### config.mk
export PLATFORM = sky130hd
export DESIGN_NAME = dioc_top
export DESIGN_NICKNAME = d
export VERILOG_FILES = /design/src/rtl/dioc_pkg.sv /design/src/rtl/dioc_filt_if.sv /design/src/rtl/dioc_filter.sv /design/src/rtl/dioc_top.sv
export SDC_FILE = /design/constraint.sdc
export NUM_CORES = 2
export LEC_CHECK = 0
export ABC_AREA = 1
export BUFFER_PORTS_ARGS = -buffer_cell sky130_fd_sc_hd__buf_2
export CORE_MARGIN = 3
export CORE_UTILIZATION = 55
export DETAILED_ROUTE_END_ITERATION = 8
export MAX_ROUTING_LAYER = met4
export PLACE_DENSITY = 0.8
export SYNTH_ARGS = -nofsm -noshare
export SYNTH_HDL_FRONTEND = slang
export SYNTH_SLANG_ARGS = --single-unit
### constraint.sdc
create_clock -name sys_clk -period 71 [get_ports sys_clk]
set_input_delay 7.1 -clock sys_clk [delete_from_list [all_inputs] [get_ports sys_clk]]
set_output_delay 7.1 -clock sys_clk [all_outputs]
set_load 0.1 [all_outputs]
### src/rtl/dioc_pkg.sv
// Constants shared by the discrete input/output conditioner
package dioc_pkg;

   // ****************************************************************
   // Clock and timing
   // ****************************************************************
   localparam int CLK_FREQ_HZ  = 20_000_000;
   localparam int TICK_TIME_MS = 1;
   localparam int TICK_CYCLES  = CLK_FREQ_HZ / 1000 * TICK_TIME_MS;
   localparam int TIME_MAX_MS  = 10000;
   localparam int TIME_W       = 14;

   // ****************************************************************
   // Channel layout
   // ****************************************************************
   localparam int AUX_PORTS    = 8;
   localparam int PIN_COUNT    = 4;
   localparam int CHANNELS     = AUX_PORTS + PIN_COUNT;
   localparam int PIN_TWO_IDX  = 1;
   localparam int PIN_FOUR_IDX = 3;

   // ****************************************************************
   // Register offsets (byte addresses)
   // ****************************************************************
   localparam int          ADDR_W         = 8;
   localparam logic [7:0]  OFS_CTRL       = 8'h00;
   localparam logic [7:0]  OFS_OUT_IMAGE  = 8'h04;
   localparam logic [7:0]  OFS_IN_IMAGE   = 8'h08;
   localparam logic [7:0]  OFS_AUX_STATUS = 8'h0C;
   localparam logic [7:0]  OFS_AUX_CFG    = 8'h10;
   localparam logic [7:0]  OFS_PIN_CFG    = 8'h14;
   localparam logic [7:0]  OFS_AUX_TIME   = 8'h20;
   localparam logic [7:0]  OFS_PIN_TIME   = 8'h40;

   // ****************************************************************
   // Field positions
   // ****************************************************************
   localparam int CTRL_ACTIVE_BIT  = 0;
   localparam int AUX_INV_LSB      = 8;
   localparam int PIN_INV_LSB      = 8;
   localparam int PIN_DEF_TWO_BIT  = 12;
   localparam int PIN_DEF_FOUR_BIT = 13;
   localparam int TIME_HOLD_LSB    = 16;

   // ****************************************************************
   // Pin modes and reset values
   // ****************************************************************
   localparam logic [1:0]        MODE_OFF    = 2'h0;
   localparam logic [1:0]        MODE_INPUT  = 2'h1;
   localparam logic [1:0]        MODE_OUTPUT = 2'h2;
   localparam logic [7:0]        RST_AUX_EN  = 8'h00;
   localparam logic [7:0]        RST_AUX_INV = 8'h00;
   localparam logic [3:0]        RST_PIN_INV = 4'h0;
   localparam logic              RST_DEF_LVL = 1'b0;
   localparam logic [TIME_W-1:0] RST_TIME    = 14'h0000;

   typedef enum logic {BUS_IDLE, BUS_ANSWER} dioc_bus_state_type;

endpackage

### src/rtl/dioc_filt_if.sv
// Carrier between the conditioner and one settling/hold filter
`timescale 1ns/1ps
`default_nettype none
interface dioc_filt_if;
   import dioc_pkg::*;
   logic              raw;
   logic              clear;
   logic              tick;
   logic [TIME_W-1:0] settle;
   logic [TIME_W-1:0] hold;
   logic              level;
   modport ctrl (output raw, output clear, output tick, output settle, output hold, input level);
   modport filt (input raw, input clear, input tick, input settle, input hold, output level);
endinterface
`default_nettype wire

### src/rtl/dioc_filter.sv
// Settling acceptance followed by high-level hold stretching for one input
`timescale 1ns/1ps
`default_nettype none
module dioc_filter
   import dioc_pkg::*;
(
   // Clock and reset
   input wire logic sys_clk,
   input wire logic rst_n,
   // Filter channel
   dioc_filt_if.filt f
);

   logic [TIME_W-1:0] settle_cnt;
   logic [TIME_W-1:0] hold_cnt;
   logic              accepted;
   logic              settle_done;
   logic              rise;

   assign settle_done = (f.settle == '0) || (f.tick && ((settle_cnt + 1'b1) >= f.settle));
   assign rise        = f.raw && !accepted && settle_done;

   always_ff @(posedge sys_clk or negedge rst_n) begin
      if (!rst_n) begin
         accepted   <= 1'b0;
         settle_cnt <= '0;
      end else if (f.clear) begin
         settle_cnt <= '0;
      end else if (f.raw == accepted) begin
         settle_cnt <= '0;
      end else if (settle_done) begin
         accepted   <= f.raw;
         settle_cnt <= '0;
      end else if (f.tick) begin
         settle_cnt <= settle_cnt + 1'b1;
      end
   end

   always_ff @(posedge sys_clk or negedge rst_n) begin
      if (!rst_n) begin
         hold_cnt <= '0;
      end else if (f.clear) begin
         hold_cnt <= '0;
      end else if (rise) begin
         hold_cnt <= f.hold;
      end else if (f.tick && (hold_cnt != '0)) begin
         hold_cnt <= hold_cnt - 1'b1;
      end
   end

   always_ff @(posedge sys_clk or negedge rst_n) begin
      if (!rst_n) begin
         f.level <= 1'b0;
      end else begin
         f.level <= accepted || (hold_cnt != '0);
      end
   end

   settle_wait_a : assert property (
      @(posedge sys_clk) disable iff (!rst_n)
      (!f.clear && (f.settle != '0) && !f.tick && (f.raw != accepted)) |=> $stable(accepted))
      else $error("accepted level moved before the settling time ran out");

   settle_zero_a : assert property (
      @(posedge sys_clk) disable iff (!rst_n)
      (!f.clear && (f.settle == '0) && (f.raw != accepted)) |=> (accepted == $past(f.raw)))
      else $error("zero settling time did not accept at once");

   hold_stretch_a : assert property (
      @(posedge sys_clk) disable iff (!rst_n)
      (rise && !f.clear && (f.hold != '0)) |=> ##1 f.level [*2])
      else $error("held high level was not reported");

   hold_load_a : assert property (
      @(posedge sys_clk) disable iff (!rst_n)
      (rise && !f.clear) |=> (hold_cnt == $past(f.hold)))
      else $error("hold counter not loaded on a rising level");

endmodule
`default_nettype wire

### src/rtl/dioc_top.sv
// Discrete input/output conditioner with an Avalon-MM register slave
//
// The register offsets and the Avalon-MM slave port were left to the implementer.
`timescale 1ns/1ps
`default_nettype none
// Functional notes
// - Auxiliary input counts only when its enable bit is set; off after reset.
// - Auxiliary invert flips the input before filtering; off after reset.
// - Auxiliary level accepted only after holding steady for the settling time.
// - Auxiliary high reported for the hold time after detection; zero disables.
// - One input image byte and one output image byte for four pins.
// - Input image bits 0 to 3 carry pins one to four, 1 means high.
// - Input image bits 4 to 7 always read zero.
// - Only pins two and four drive; output image bits 1 and 3.
// - Each pin is off, input or output; input after reset.
// - Output mode is accepted only for pins two and four.
// - Output mode drives the default level or the controller value.
// - Pin invert flips reported input status in input mode and the driven output level.
// - Default level, low after reset, until written and after controller loss.
// - Pin input change reported after steady for settling time, 0 to 10000 ms.
// - Pin high held for the hold time up to 10000 ms; zero disables.
// - Output image bit one drives the pin high, zero drives it low.
// - Output image bits other than 1 and 3 reach no pin.
// - Conditioned auxiliary level sets its status byte bit high or low.
module dioc_top
   import dioc_pkg::*;
#(
   parameter int unsigned MS_CYCLES = TICK_CYCLES
)(
   // Clock and reset
   input  wire logic              sys_clk,
   input  wire logic              resetn,
   // Avalon-MM slave
   input  wire logic [ADDR_W-1:0] avs_address,
   input  wire logic              avs_read,
   input  wire logic              avs_write,
   input  wire logic [31:0]       avs_writedata,
   input  wire logic [3:0]        avs_byteenable,
   output logic      [31:0]       avs_readdata,
   output logic                   avs_waitrequest,
   // Field inputs
   input  wire logic [7:0]        aux_in,
   input  wire logic [3:0]        discrete_pin_in,
   // Output-capable pins
   output logic                   discrete_pin_two_o,
   output logic                   discrete_pin_two_oe,
   output logic                   discrete_pin_four_o,
   output logic                   discrete_pin_four_oe
);

   initial begin
      if (MS_CYCLES < 2) begin
         $error("MS_CYCLES must be at least 2");
      end
   end

   // ****************************************************************
   // Reset release and millisecond tick
   // ****************************************************************
   logic        rst_meta;
   logic        rst_n;
   logic [31:0] tick_cnt;
   logic        ms_tick;

   always_ff @(posedge sys_clk or negedge resetn) begin
      if (!resetn) begin
         rst_meta <= 1'b0;
         rst_n    <= 1'b0;
      end else begin
         rst_meta <= 1'b1;
         rst_n    <= rst_meta;
      end
   end

   always_ff @(posedge sys_clk or negedge rst_n) begin
      if (!rst_n) begin
         tick_cnt <= '0;
         ms_tick  <= 1'b0;
      end else if (tick_cnt == 32'(MS_CYCLES - 1)) begin
         tick_cnt <= '0;
         ms_tick  <= 1'b1;
      end else begin
         tick_cnt <= tick_cnt + 1'b1;
         ms_tick  <= 1'b0;
      end
   end

   // ****************************************************************
   // Configuration and image registers
   // ****************************************************************
   dioc_bus_state_type bus_state;
   logic                    ctrl_active;
   logic                    out_written;
   logic [7:0]              out_image;
   logic [7:0]              aux_en;
   logic [7:0]              aux_inv;
   logic [1:0]              pin_mode [PIN_COUNT];
   logic [3:0]              pin_inv;
   logic                    def_two;
   logic                    def_four;
   logic [TIME_W-1:0]       settle [CHANNELS];
   logic [TIME_W-1:0]       hold [CHANNELS];
   logic                    cfg_clear;
   logic                    wr_go;
   logic                    cfg_wr;
   logic [31:0]             wmask;
   logic [31:0]             next_pin_cfg;
   logic [CHANNELS-1:0]     level;
   logic [7:0]              aux_raw;
   logic [3:0]              pin_raw;
   logic [7:0]              in_image;
   logic [7:0]              aux_status;

   function automatic logic [TIME_W-1:0] clamp_ms(input logic [15:0] v);
      if (v > 16'(TIME_MAX_MS)) begin
         return TIME_W'(TIME_MAX_MS);
      end
      return v[TIME_W-1:0];
   endfunction

   function automatic logic [1:0] pick_mode(input int idx, input logic [1:0] req,
                                            input logic [1:0] cur);
      if (req == MODE_OFF || req == MODE_INPUT) begin
         return req;
      end
      if (req == MODE_OUTPUT && (idx == PIN_TWO_IDX || idx == PIN_FOUR_IDX)) begin
         return req;
      end
      return cur;
   endfunction

   assign wr_go  = avs_write && (bus_state == BUS_ANSWER);
   assign wmask  = {{8{avs_byteenable[3]}}, {8{avs_byteenable[2]}},
                    {8{avs_byteenable[1]}}, {8{avs_byteenable[0]}}};
   assign cfg_wr = wr_go && (avs_address == OFS_AUX_CFG || avs_address == OFS_PIN_CFG
                   || (avs_address >= OFS_AUX_TIME && avs_address < OFS_PIN_TIME + 8'h10));

   always_comb begin
      next_pin_cfg = 32'h0000_0000;
      for (int i = 0; i < PIN_COUNT; i++) begin
         next_pin_cfg[2*i +: 2] = pin_mode[i];
      end
      next_pin_cfg[PIN_INV_LSB +: 4]   = pin_inv;
      next_pin_cfg[PIN_DEF_TWO_BIT]    = def_two;
      next_pin_cfg[PIN_DEF_FOUR_BIT]   = def_four;
      next_pin_cfg = (next_pin_cfg & ~wmask) | (avs_writedata & wmask);
   end

   always_ff @(posedge sys_clk or negedge rst_n) begin
      if (!rst_n) begin
         ctrl_active <= 1'b0;
         out_written <= 1'b0;
         out_image   <= 8'h00;
      end else begin
         if (wr_go && avs_address == OFS_CTRL && avs_byteenable[0]) begin
            ctrl_active <= avs_writedata[CTRL_ACTIVE_BIT];
         end
         if (wr_go && avs_address == OFS_OUT_IMAGE && avs_byteenable[0]) begin
            out_image   <= avs_writedata[7:0];
            out_written <= 1'b1;
         end else if (!ctrl_active) begin
            out_written <= 1'b0;
         end
      end
   end

   always_ff @(posedge sys_clk or negedge rst_n) begin
      if (!rst_n) begin
         aux_en  <= RST_AUX_EN;
         aux_inv <= RST_AUX_INV;
      end else if (wr_go && avs_address == OFS_AUX_CFG) begin
         if (avs_byteenable[0]) begin
            aux_en <= avs_writedata[7:0];
         end
         if (avs_byteenable[1]) begin
            aux_inv <= avs_writedata[AUX_INV_LSB +: 8];
         end
      end
   end

   // pin modes, invert and default levels
   always_ff @(posedge sys_clk or negedge rst_n) begin
      if (!rst_n) begin
         for (int i = 0; i < PIN_COUNT; i++) begin
            pin_mode[i] <= MODE_INPUT;
         end
         pin_inv  <= RST_PIN_INV;
         def_two  <= RST_DEF_LVL;
         def_four <= RST_DEF_LVL;
      end else if (wr_go && avs_address == OFS_PIN_CFG) begin
         for (int i = 0; i < PIN_COUNT; i++) begin
            pin_mode[i] <= pick_mode(i, next_pin_cfg[2*i +: 2], pin_mode[i]);
         end
         pin_inv  <= next_pin_cfg[PIN_INV_LSB +: 4];
         def_two  <= next_pin_cfg[PIN_DEF_TWO_BIT];
         def_four <= next_pin_cfg[PIN_DEF_FOUR_BIT];
      end
   end

   // settling and hold times, clamped to the longest time
   always_ff @(posedge sys_clk or negedge rst_n) begin
      if (!rst_n) begin
         for (int i = 0; i < CHANNELS; i++) begin
            settle[i] <= RST_TIME;
            hold[i]   <= RST_TIME;
         end
      end else if (wr_go) begin
         for (int i = 0; i < CHANNELS; i++) begin
            if (avs_address == OFS_AUX_TIME + 8'(4 * i)) begin
               if (avs_byteenable[1:0] == 2'h3) begin
                  settle[i] <= clamp_ms(avs_writedata[15:0]);
               end
               if (avs_byteenable[3:2] == 2'h3) begin
                  hold[i] <= clamp_ms(avs_writedata[TIME_HOLD_LSB +: 16]);
               end
            end
         end
      end
   end

   always_ff @(posedge sys_clk or negedge rst_n) begin
      if (!rst_n) begin
         cfg_clear <= 1'b1;
      end else begin
         cfg_clear <= cfg_wr;
      end
   end

   // ****************************************************************
   // Input conditioning
   // ****************************************************************
   // invert before filtering
   always_comb begin
      for (int i = 0; i < AUX_PORTS; i++) begin
         aux_raw[i] = aux_en[i] && (aux_in[i] ^ aux_inv[i]);
      end
      for (int i = 0; i < PIN_COUNT; i++) begin
         if (pin_mode[i] == MODE_INPUT) begin
            pin_raw[i] = discrete_pin_in[i] ^ pin_inv[i];
         end else if (pin_mode[i] == MODE_OUTPUT) begin
            pin_raw[i] = discrete_pin_in[i];
         end else begin
            pin_raw[i] = 1'b0;
         end
      end
   end

   for (genvar g = 0; g < CHANNELS; g++) begin : gen_chan
      dioc_filt_if chan ();
      assign chan.raw    = (g < AUX_PORTS) ? aux_raw[g % AUX_PORTS] : pin_raw[g % PIN_COUNT];
      assign chan.clear  = cfg_clear;
      assign chan.tick   = ms_tick;
      assign chan.settle = settle[g];
      assign chan.hold   = hold[g];
      assign level[g]    = chan.level;
      dioc_filter u_filter (
         .sys_clk (sys_clk),
         .rst_n   (rst_n),
         .f       (chan.filt)
      );
   end

   // input image bits and auxiliary status
   always_ff @(posedge sys_clk or negedge rst_n) begin
      if (!rst_n) begin
         in_image   <= 8'h00;
         aux_status <= 8'h00;
      end else begin
         in_image   <= {4'h0, level[AUX_PORTS +: PIN_COUNT]};
         aux_status <= level[AUX_PORTS-1:0];
      end
   end

   // ****************************************************************
   // Output pins
   // ****************************************************************
   // pins two and four only
   // default or controller value, inverted, bits 1 and 3 only
   always_ff @(posedge sys_clk or negedge rst_n) begin
      if (!rst_n) begin
         discrete_pin_two_o   <= 1'b0;
         discrete_pin_four_o  <= 1'b0;
         discrete_pin_two_oe  <= 1'b0;
         discrete_pin_four_oe <= 1'b0;
      end else begin
         // output image bit to pin level
         discrete_pin_two_o   <= ((ctrl_active && out_written) ? out_image[PIN_TWO_IDX] : def_two)
                                 ^ pin_inv[PIN_TWO_IDX];
         discrete_pin_four_o  <= ((ctrl_active && out_written) ? out_image[PIN_FOUR_IDX]
                                 : def_four) ^ pin_inv[PIN_FOUR_IDX];
         discrete_pin_two_oe  <= (pin_mode[PIN_TWO_IDX] == MODE_OUTPUT);
         discrete_pin_four_oe <= (pin_mode[PIN_FOUR_IDX] == MODE_OUTPUT);
      end
   end

   // ****************************************************************
   // Avalon-MM slave
   // ****************************************************************
   // image bytes mapped as registers
   always_ff @(posedge sys_clk or negedge rst_n) begin
      if (!rst_n) begin
         bus_state       <= BUS_IDLE;
         avs_waitrequest <= 1'b1;
         avs_readdata    <= 32'h0000_0000;
      end else begin
         case (bus_state)
            BUS_IDLE: begin
               if (avs_read || avs_write) begin
                  bus_state       <= BUS_ANSWER;
                  avs_waitrequest <= 1'b0;
                  avs_readdata    <= 32'h0000_0000;
                  if (avs_read) begin
                     if (avs_address == OFS_CTRL) begin
                        avs_readdata <= {31'h0000_0000, ctrl_active};
                     end else if (avs_address == OFS_OUT_IMAGE) begin
                        avs_readdata <= {24'h00_0000, out_image};
                     end else if (avs_address == OFS_IN_IMAGE) begin
                        avs_readdata <= {24'h00_0000, in_image};
                     end else if (avs_address == OFS_AUX_STATUS) begin
                        avs_readdata <= {24'h00_0000, aux_status};
                     end else if (avs_address == OFS_AUX_CFG) begin
                        avs_readdata <= {16'h0000, aux_inv, aux_en};
                     end else if (avs_address == OFS_PIN_CFG) begin
                        avs_readdata <= {18'h0_0000, def_four, def_two, pin_inv,
                                         pin_mode[3], pin_mode[2], pin_mode[1], pin_mode[0]};
                     end else begin
                        for (int i = 0; i < CHANNELS; i++) begin
                           if (avs_address == OFS_AUX_TIME + 8'(4 * i)) begin
                              avs_readdata <= {2'h0, hold[i], 2'h0, settle[i]};
                           end
                        end
                     end
                  end
               end
            end
            BUS_ANSWER: begin
               bus_state       <= BUS_IDLE;
               avs_waitrequest <= 1'b1;
            end
            default: begin
               bus_state       <= BUS_IDLE;
               avs_waitrequest <= 1'b1;
            end
         endcase
      end
   end

   // ****************************************************************
   // Checks
   // ****************************************************************
   aux_enable_a : assert property (
      @(posedge sys_clk) disable iff (!rst_n)
      ((aux_raw & ~aux_en) == 8'h00))
      else $error("disabled auxiliary input reached its filter");

   in_upper_a : assert property (
      @(posedge sys_clk) disable iff (!rst_n)
      (avs_read && !avs_waitrequest && avs_address == OFS_IN_IMAGE) |-> (avs_readdata[31:4] == '0))
      else $error("input image upper bits not zero");

   mode_limit_a : assert property (
      @(posedge sys_clk) disable iff (!rst_n)
      (pin_mode[0] != MODE_OUTPUT) && (pin_mode[2] != MODE_OUTPUT))
      else $error("output mode set on an input-only pin");

   drive_mode_a : assert property (
      @(posedge sys_clk) disable iff (!rst_n)
      (pin_mode[PIN_TWO_IDX] != MODE_OUTPUT) |=> !discrete_pin_two_oe)
      else $error("pin two driven outside output mode");

   default_lvl_a : assert property (
      @(posedge sys_clk) disable iff (!rst_n)
      (!ctrl_active) |=> (discrete_pin_four_o == ($past(def_four) ^ $past(pin_inv[PIN_FOUR_IDX]))))
      else $error("pin four not at its default level without a controller");

   out_value_a : assert property (
      @(posedge sys_clk) disable iff (!rst_n)
      (wr_go && avs_address == OFS_OUT_IMAGE && avs_byteenable[0] && ctrl_active
       && !pin_inv[PIN_TWO_IDX]) ##1 (ctrl_active && !pin_inv[PIN_TWO_IDX])
      |=> (discrete_pin_two_o == $past(out_image[PIN_TWO_IDX])))
      else $error("pin two does not follow output image bit 1");

   bus_answer_a : assert property (
      @(posedge sys_clk) disable iff (!rst_n)
      (bus_state == BUS_IDLE && (avs_read || avs_write)) |=> !avs_waitrequest ##1 avs_waitrequest)
      else $error("bus answer not given in one cycle");

   cfg_clear_a : assert property (
      @(posedge sys_clk) disable iff (!rst_n)
      cfg_wr |=> cfg_clear)
      else $error("configuration write did not clear the timers");

endmodule
`default_nettype wire

==> summary.txt <==
Clocking
  • CTS tree: built
  • Level count of the clock H-tree: 3
  • Clock latency reported for the late side of the worst-skew pair: 0.67 ns
  • Buffer depth of the longest clock path: 3
  • Hold buffer count at cts: 0
  • Clock-pin slew reported for the worst setup and hold paths after clock tree synthesis: 0.06 ns
  • CTS Root Cell: sky130_fd_sc_hd__clkbuf_16
  • CTS buffer count: just under 90
  • Post-CTS setup repair buffer count: 0
  • Sinks on the clock net: between 800 and 900
  • Resized Gates After CTS: 0

Setup path
  • Worst Path Class, Setup: primary input to flip-flop
  • CP Data Required Time: between 70 and 80 ns
  • Critical path peak fanout: 18
  • Startpoint types: primary input
  • Critical path arrival: 10.32 ns
  • Critical path capture point type: flip-flop
  • Critical register-to-register path startpoint: gen_chan[7].u_filter.settle_cnt[0]$_DFFE_PN0P_
  • Reg2Reg Capture Point: gen_chan[7].u_filter.hold_cnt[0]$_DFFE_PN0P_
  • Register-to-Register Path Depth: 21
  • Flop2flop setup slack: 65.94 ns

Drt
  • ANT nets after route: 0
  • Post-route DRC violation count: 0
  • Number of violations reported at the end of detailed-routing iteration 0: 5029
  • Vias after detailed routing: ~42000
  • Sum of routed wire length over all layers: 139.7 mm
  • Initial DRT Pass Iterations: 8
  • Detailed-route vias per instance: 5.806
  • Average wire per standard cell: 19.46 um

STA
  • Layout Skew: 0.03405 ns
  • Number of pins with negative max-slew slack in the final report: 0
  • Setup total negative slack: 0 ns
  • Final Hold Violating Endpoints: 0
  • Min cycle time layout: approximately 9.8 ns
  • Timing-limited maximum frequency: 0.1017 GHz
  • Number of endpoints failing setup at the final stage: 0
  • Worst slew pin tran: 1.081 ns
  • Worst relative slew slack: 27.94%
  • RSZ-0062 raised after global routing: no
  • Final period util: 13.84%

Pwr
  • Peak supply drop: 0.00001941 V
  • Total leakage power: 24.81 nW
  • Pwr/cell area: 26.04 mW/mm^2

Global route
  • Maximum number of pins on one net before global-route repair: 170
  • Global route hottest layer: met2
  • Grt met2 use: 49.24%
  • GR Util met1: between 40% and 50%
  • Antenna violations before repair: 2
  • Wire length of the first global-routing pass: 216.5 mm
  • Met3 Track Usage GR: 6.257%
  • Via count of the first global-routing pass: 39020
  • Overflow left after global routing: 0
  • GR Util All Layers: between 30 and 40%

Yosys
  • Portion of the post-synthesis area used by sequential elements: 44.18%
  • Number of storage elements in the synthesis netlist: 820
  • Count of cell types in the netlist: 73
  • Fraction of registers with async set/reset: 100.0%
  • Synthesized area per cell: 7.749 sq um
  • Cells after synthesis: 5996
  • Leading cell type by number of instances after synthesis: sky130_fd_sc_hd__nand2_1
  • Share of the synthesized area in the top cell type: 43.84%
  • Most numerous cell types in the synthesized netlist: sky130_fd_sc_hd__nand2_1, sky130_fd_sc_hd__dfrtp_1, sky130_fd_sc_hd__inv_1
  • Leading post-synthesis cells by cell area: sky130_fd_sc_hd__dfrtp_1, sky130_fd_sc_hd__nand2_1, sky130_fd_sc_hd__o21ai_0
  • Top flip-flop cell by instance count after synthesis: sky130_fd_sc_hd__dfrtp_1
  • Largest area contributor in the synthesized netlist: sky130_fd_sc_hd__dfrtp_1
  • Synth Cell Area: 0.04646 sq mm
  • EDFF count, synth: 0
  • Synthesis warning total: 0

Placement
  • Final weighted congestion of routability-driven global placement: 1.028
  • HPWL after detailed placement: between 100 and 150 mm
  • Buffers on Ports: 94

Floorplanning
  • Initial core utilization: 56.05%
  • Area of the die: roughly 0.09 sq mm
  • Die outline width: a little under 300 um
  • Number of placed I/O pins: 97
  • Core Rows: 105
  • Placeable core area: 0.08290 sq mm
  • Die span in y: 296.6 um

Final layout
  • Fraction of the core area covered by cells at the end of the flow: 61.12%
  • Layout area overhead: 9.062%
  • Fraction of final layout cells with drive strength greater than 1: 6.606%
  • Combined area of the multi-input logic cells: 0.02222 sq mm
  • Sequential Area: 0.02053 sq mm
  • Number of filler cells placed in the layout: roughly 7100
  • Number of nets in the layout: 6247

Worst hold path
  • Startpoint of the tightest hold check path: rst_meta$_DFF_PN0_
  • Worst hold path class: flip-flop to flip-flop
  • Instance count along the most critical hold path: 0
  • Worst Hold End: rst_n$_DFF_PN0_

Flow run
  • MaxCap Viol Count: 0

Run status
  • Result of the run: finished, final reports clean
## final cells by class
type / instances / share of cell area (%)
inverter: 736 / 5.464
clock inverter: 30 / 0.9112
sequential: 820 / 40.53
clock buffer: 133 / 5.136
tap: 1123 / 2.773
timing repair buffer: 119 / 1.324
multi-input combinational: 4217 / 43.86
antenna: 2 / 0.009877
## worst max-delay path by stage
| stage | startpoint | endpoint | slack [ns] |
|---|---|---|---|
| 2_1_floorplan | rst_n$_DFF_PN0_ | async pin | 46.46 |
| 3_3_place_gp | avs_address[0] | gen_chan[1].chan.settle[3]$_DFFE_PN0P_ | 60.80 |
| 5_1_grt | avs_address[1] | gen_chan[1].chan.settle[7]$_DFFE_PN0P_ | 61.04 |
| 6_report | avs_address[0] | gen_chan[1].chan.settle[7]$_DFFE_PN0P_ | 61.17 |
| 3_5_place_dp | avs_address[6] | gen_chan[0].chan.settle[3]$_DFFE_PN0P_ | 60.73 |
| 4_1_cts | avs_address[0] | gen_chan[1].chan.settle[7]$_DFFE_PN0P_ | 61.37 |
## sequential cells by signal, indices dropped and copies added, names as in the netlist, 8 cells and up, named ones only
register / cells
aux_en: 8
aux_inv: 8
aux_status: 8
avs_readdata: 30
gen_chan.chan.hold: 168
gen_chan.chan.settle: 168
gen_chan.u_filter.accepted: 12
gen_chan.u_filter.f.level: 12
gen_chan.u_filter.hold_cnt: 168
gen_chan.u_filter.settle_cnt: 168
out_image: 8
tick_cnt: 32
## through the flow
step	cells	power (mW)	cell area [sq um]	setup slack (ns)	hold slack (ns)
after global placement	7015	0.8231	47600	60.80	0.3325
after global routing	7179	1.386	50670	61.04	0.3538
final	7180	1.319	50670	61.17	0.3470
after floorplan	5997	0.7814	46460	46.46	0.3312
after detailed placement	7015	0.8357	47600	60.73	0.3347
after CTS	7178	1.319	50670	61.37	0.3478
## layout by cell type, fill, tap and decap left out, types with 94 or more instances in the layout
cell and count:
sky130_fd_sc_hd__dfrtp_1 812, sky130_fd_sc_hd__inv_1 713, sky130_fd_sc_hd__nand3_1 224, sky130_fd_sc_hd__o21ai_0 628
sky130_fd_sc_hd__ha_1 205, sky130_fd_sc_hd__nand2_1 1592, sky130_fd_sc_hd__a21oi_1 302, sky130_fd_sc_hd__buf_2 94
sky130_fd_sc_hd__xor2_1 216, sky130_fd_sc_hd__nor2_1 410
## logic make-up (layout without fill, tap and decap cells)
group,Yosys count,in the layout,synth area share [%]
XOR/XNOR,272,272,5.128
other,2,5,0.01616
AO/OA/AOI/OAI,1154,1154,13.43
adder cells (fa/ha/maj),205,205,5.521
multiplexers,2,2,0.04847
flip-flops,820,820,44.18
AND/OR/NAND/NOR,2581,2581,23.63
buffers and inverters,960,1018,8.041
## layer usage
layer  part of all wire, %  vias up  wire (um)
li1                      -    19470          -
met1                    41    19760      57430
met2                    44     2070      61810
met3                    10      382      14550
met4                   4.2        0       5937
met5                     0        -          0
## worst max-delay path, cell delays in order
cell                      delay, ns
sky130_fd_sc_hd__buf_2         0.11
sky130_fd_sc_hd__inv_1         0.04
sky130_fd_sc_hd__nand2_1       0.15
sky130_fd_sc_hd__nor2_1        0.74
sky130_fd_sc_hd__nand2_1       0.78
sky130_fd_sc_hd__nor2_1        0.77
sky130_fd_sc_hd__inv_1         0.38
sky130_fd_sc_hd__nand2_1       0.14
sky130_fd_sc_hd__o21ai_0       0.08
## where the power goes
| part | internal [mW] | switching [mW] |
|---|---|---|
| registers | 0.514 | 0.0424 |
| logic | 0.112 | 0.166 |
| clock network | 0.284 | 0.201 |
| total | 0.909 | 0.410 |
Power figures use the tool's default switching activity.
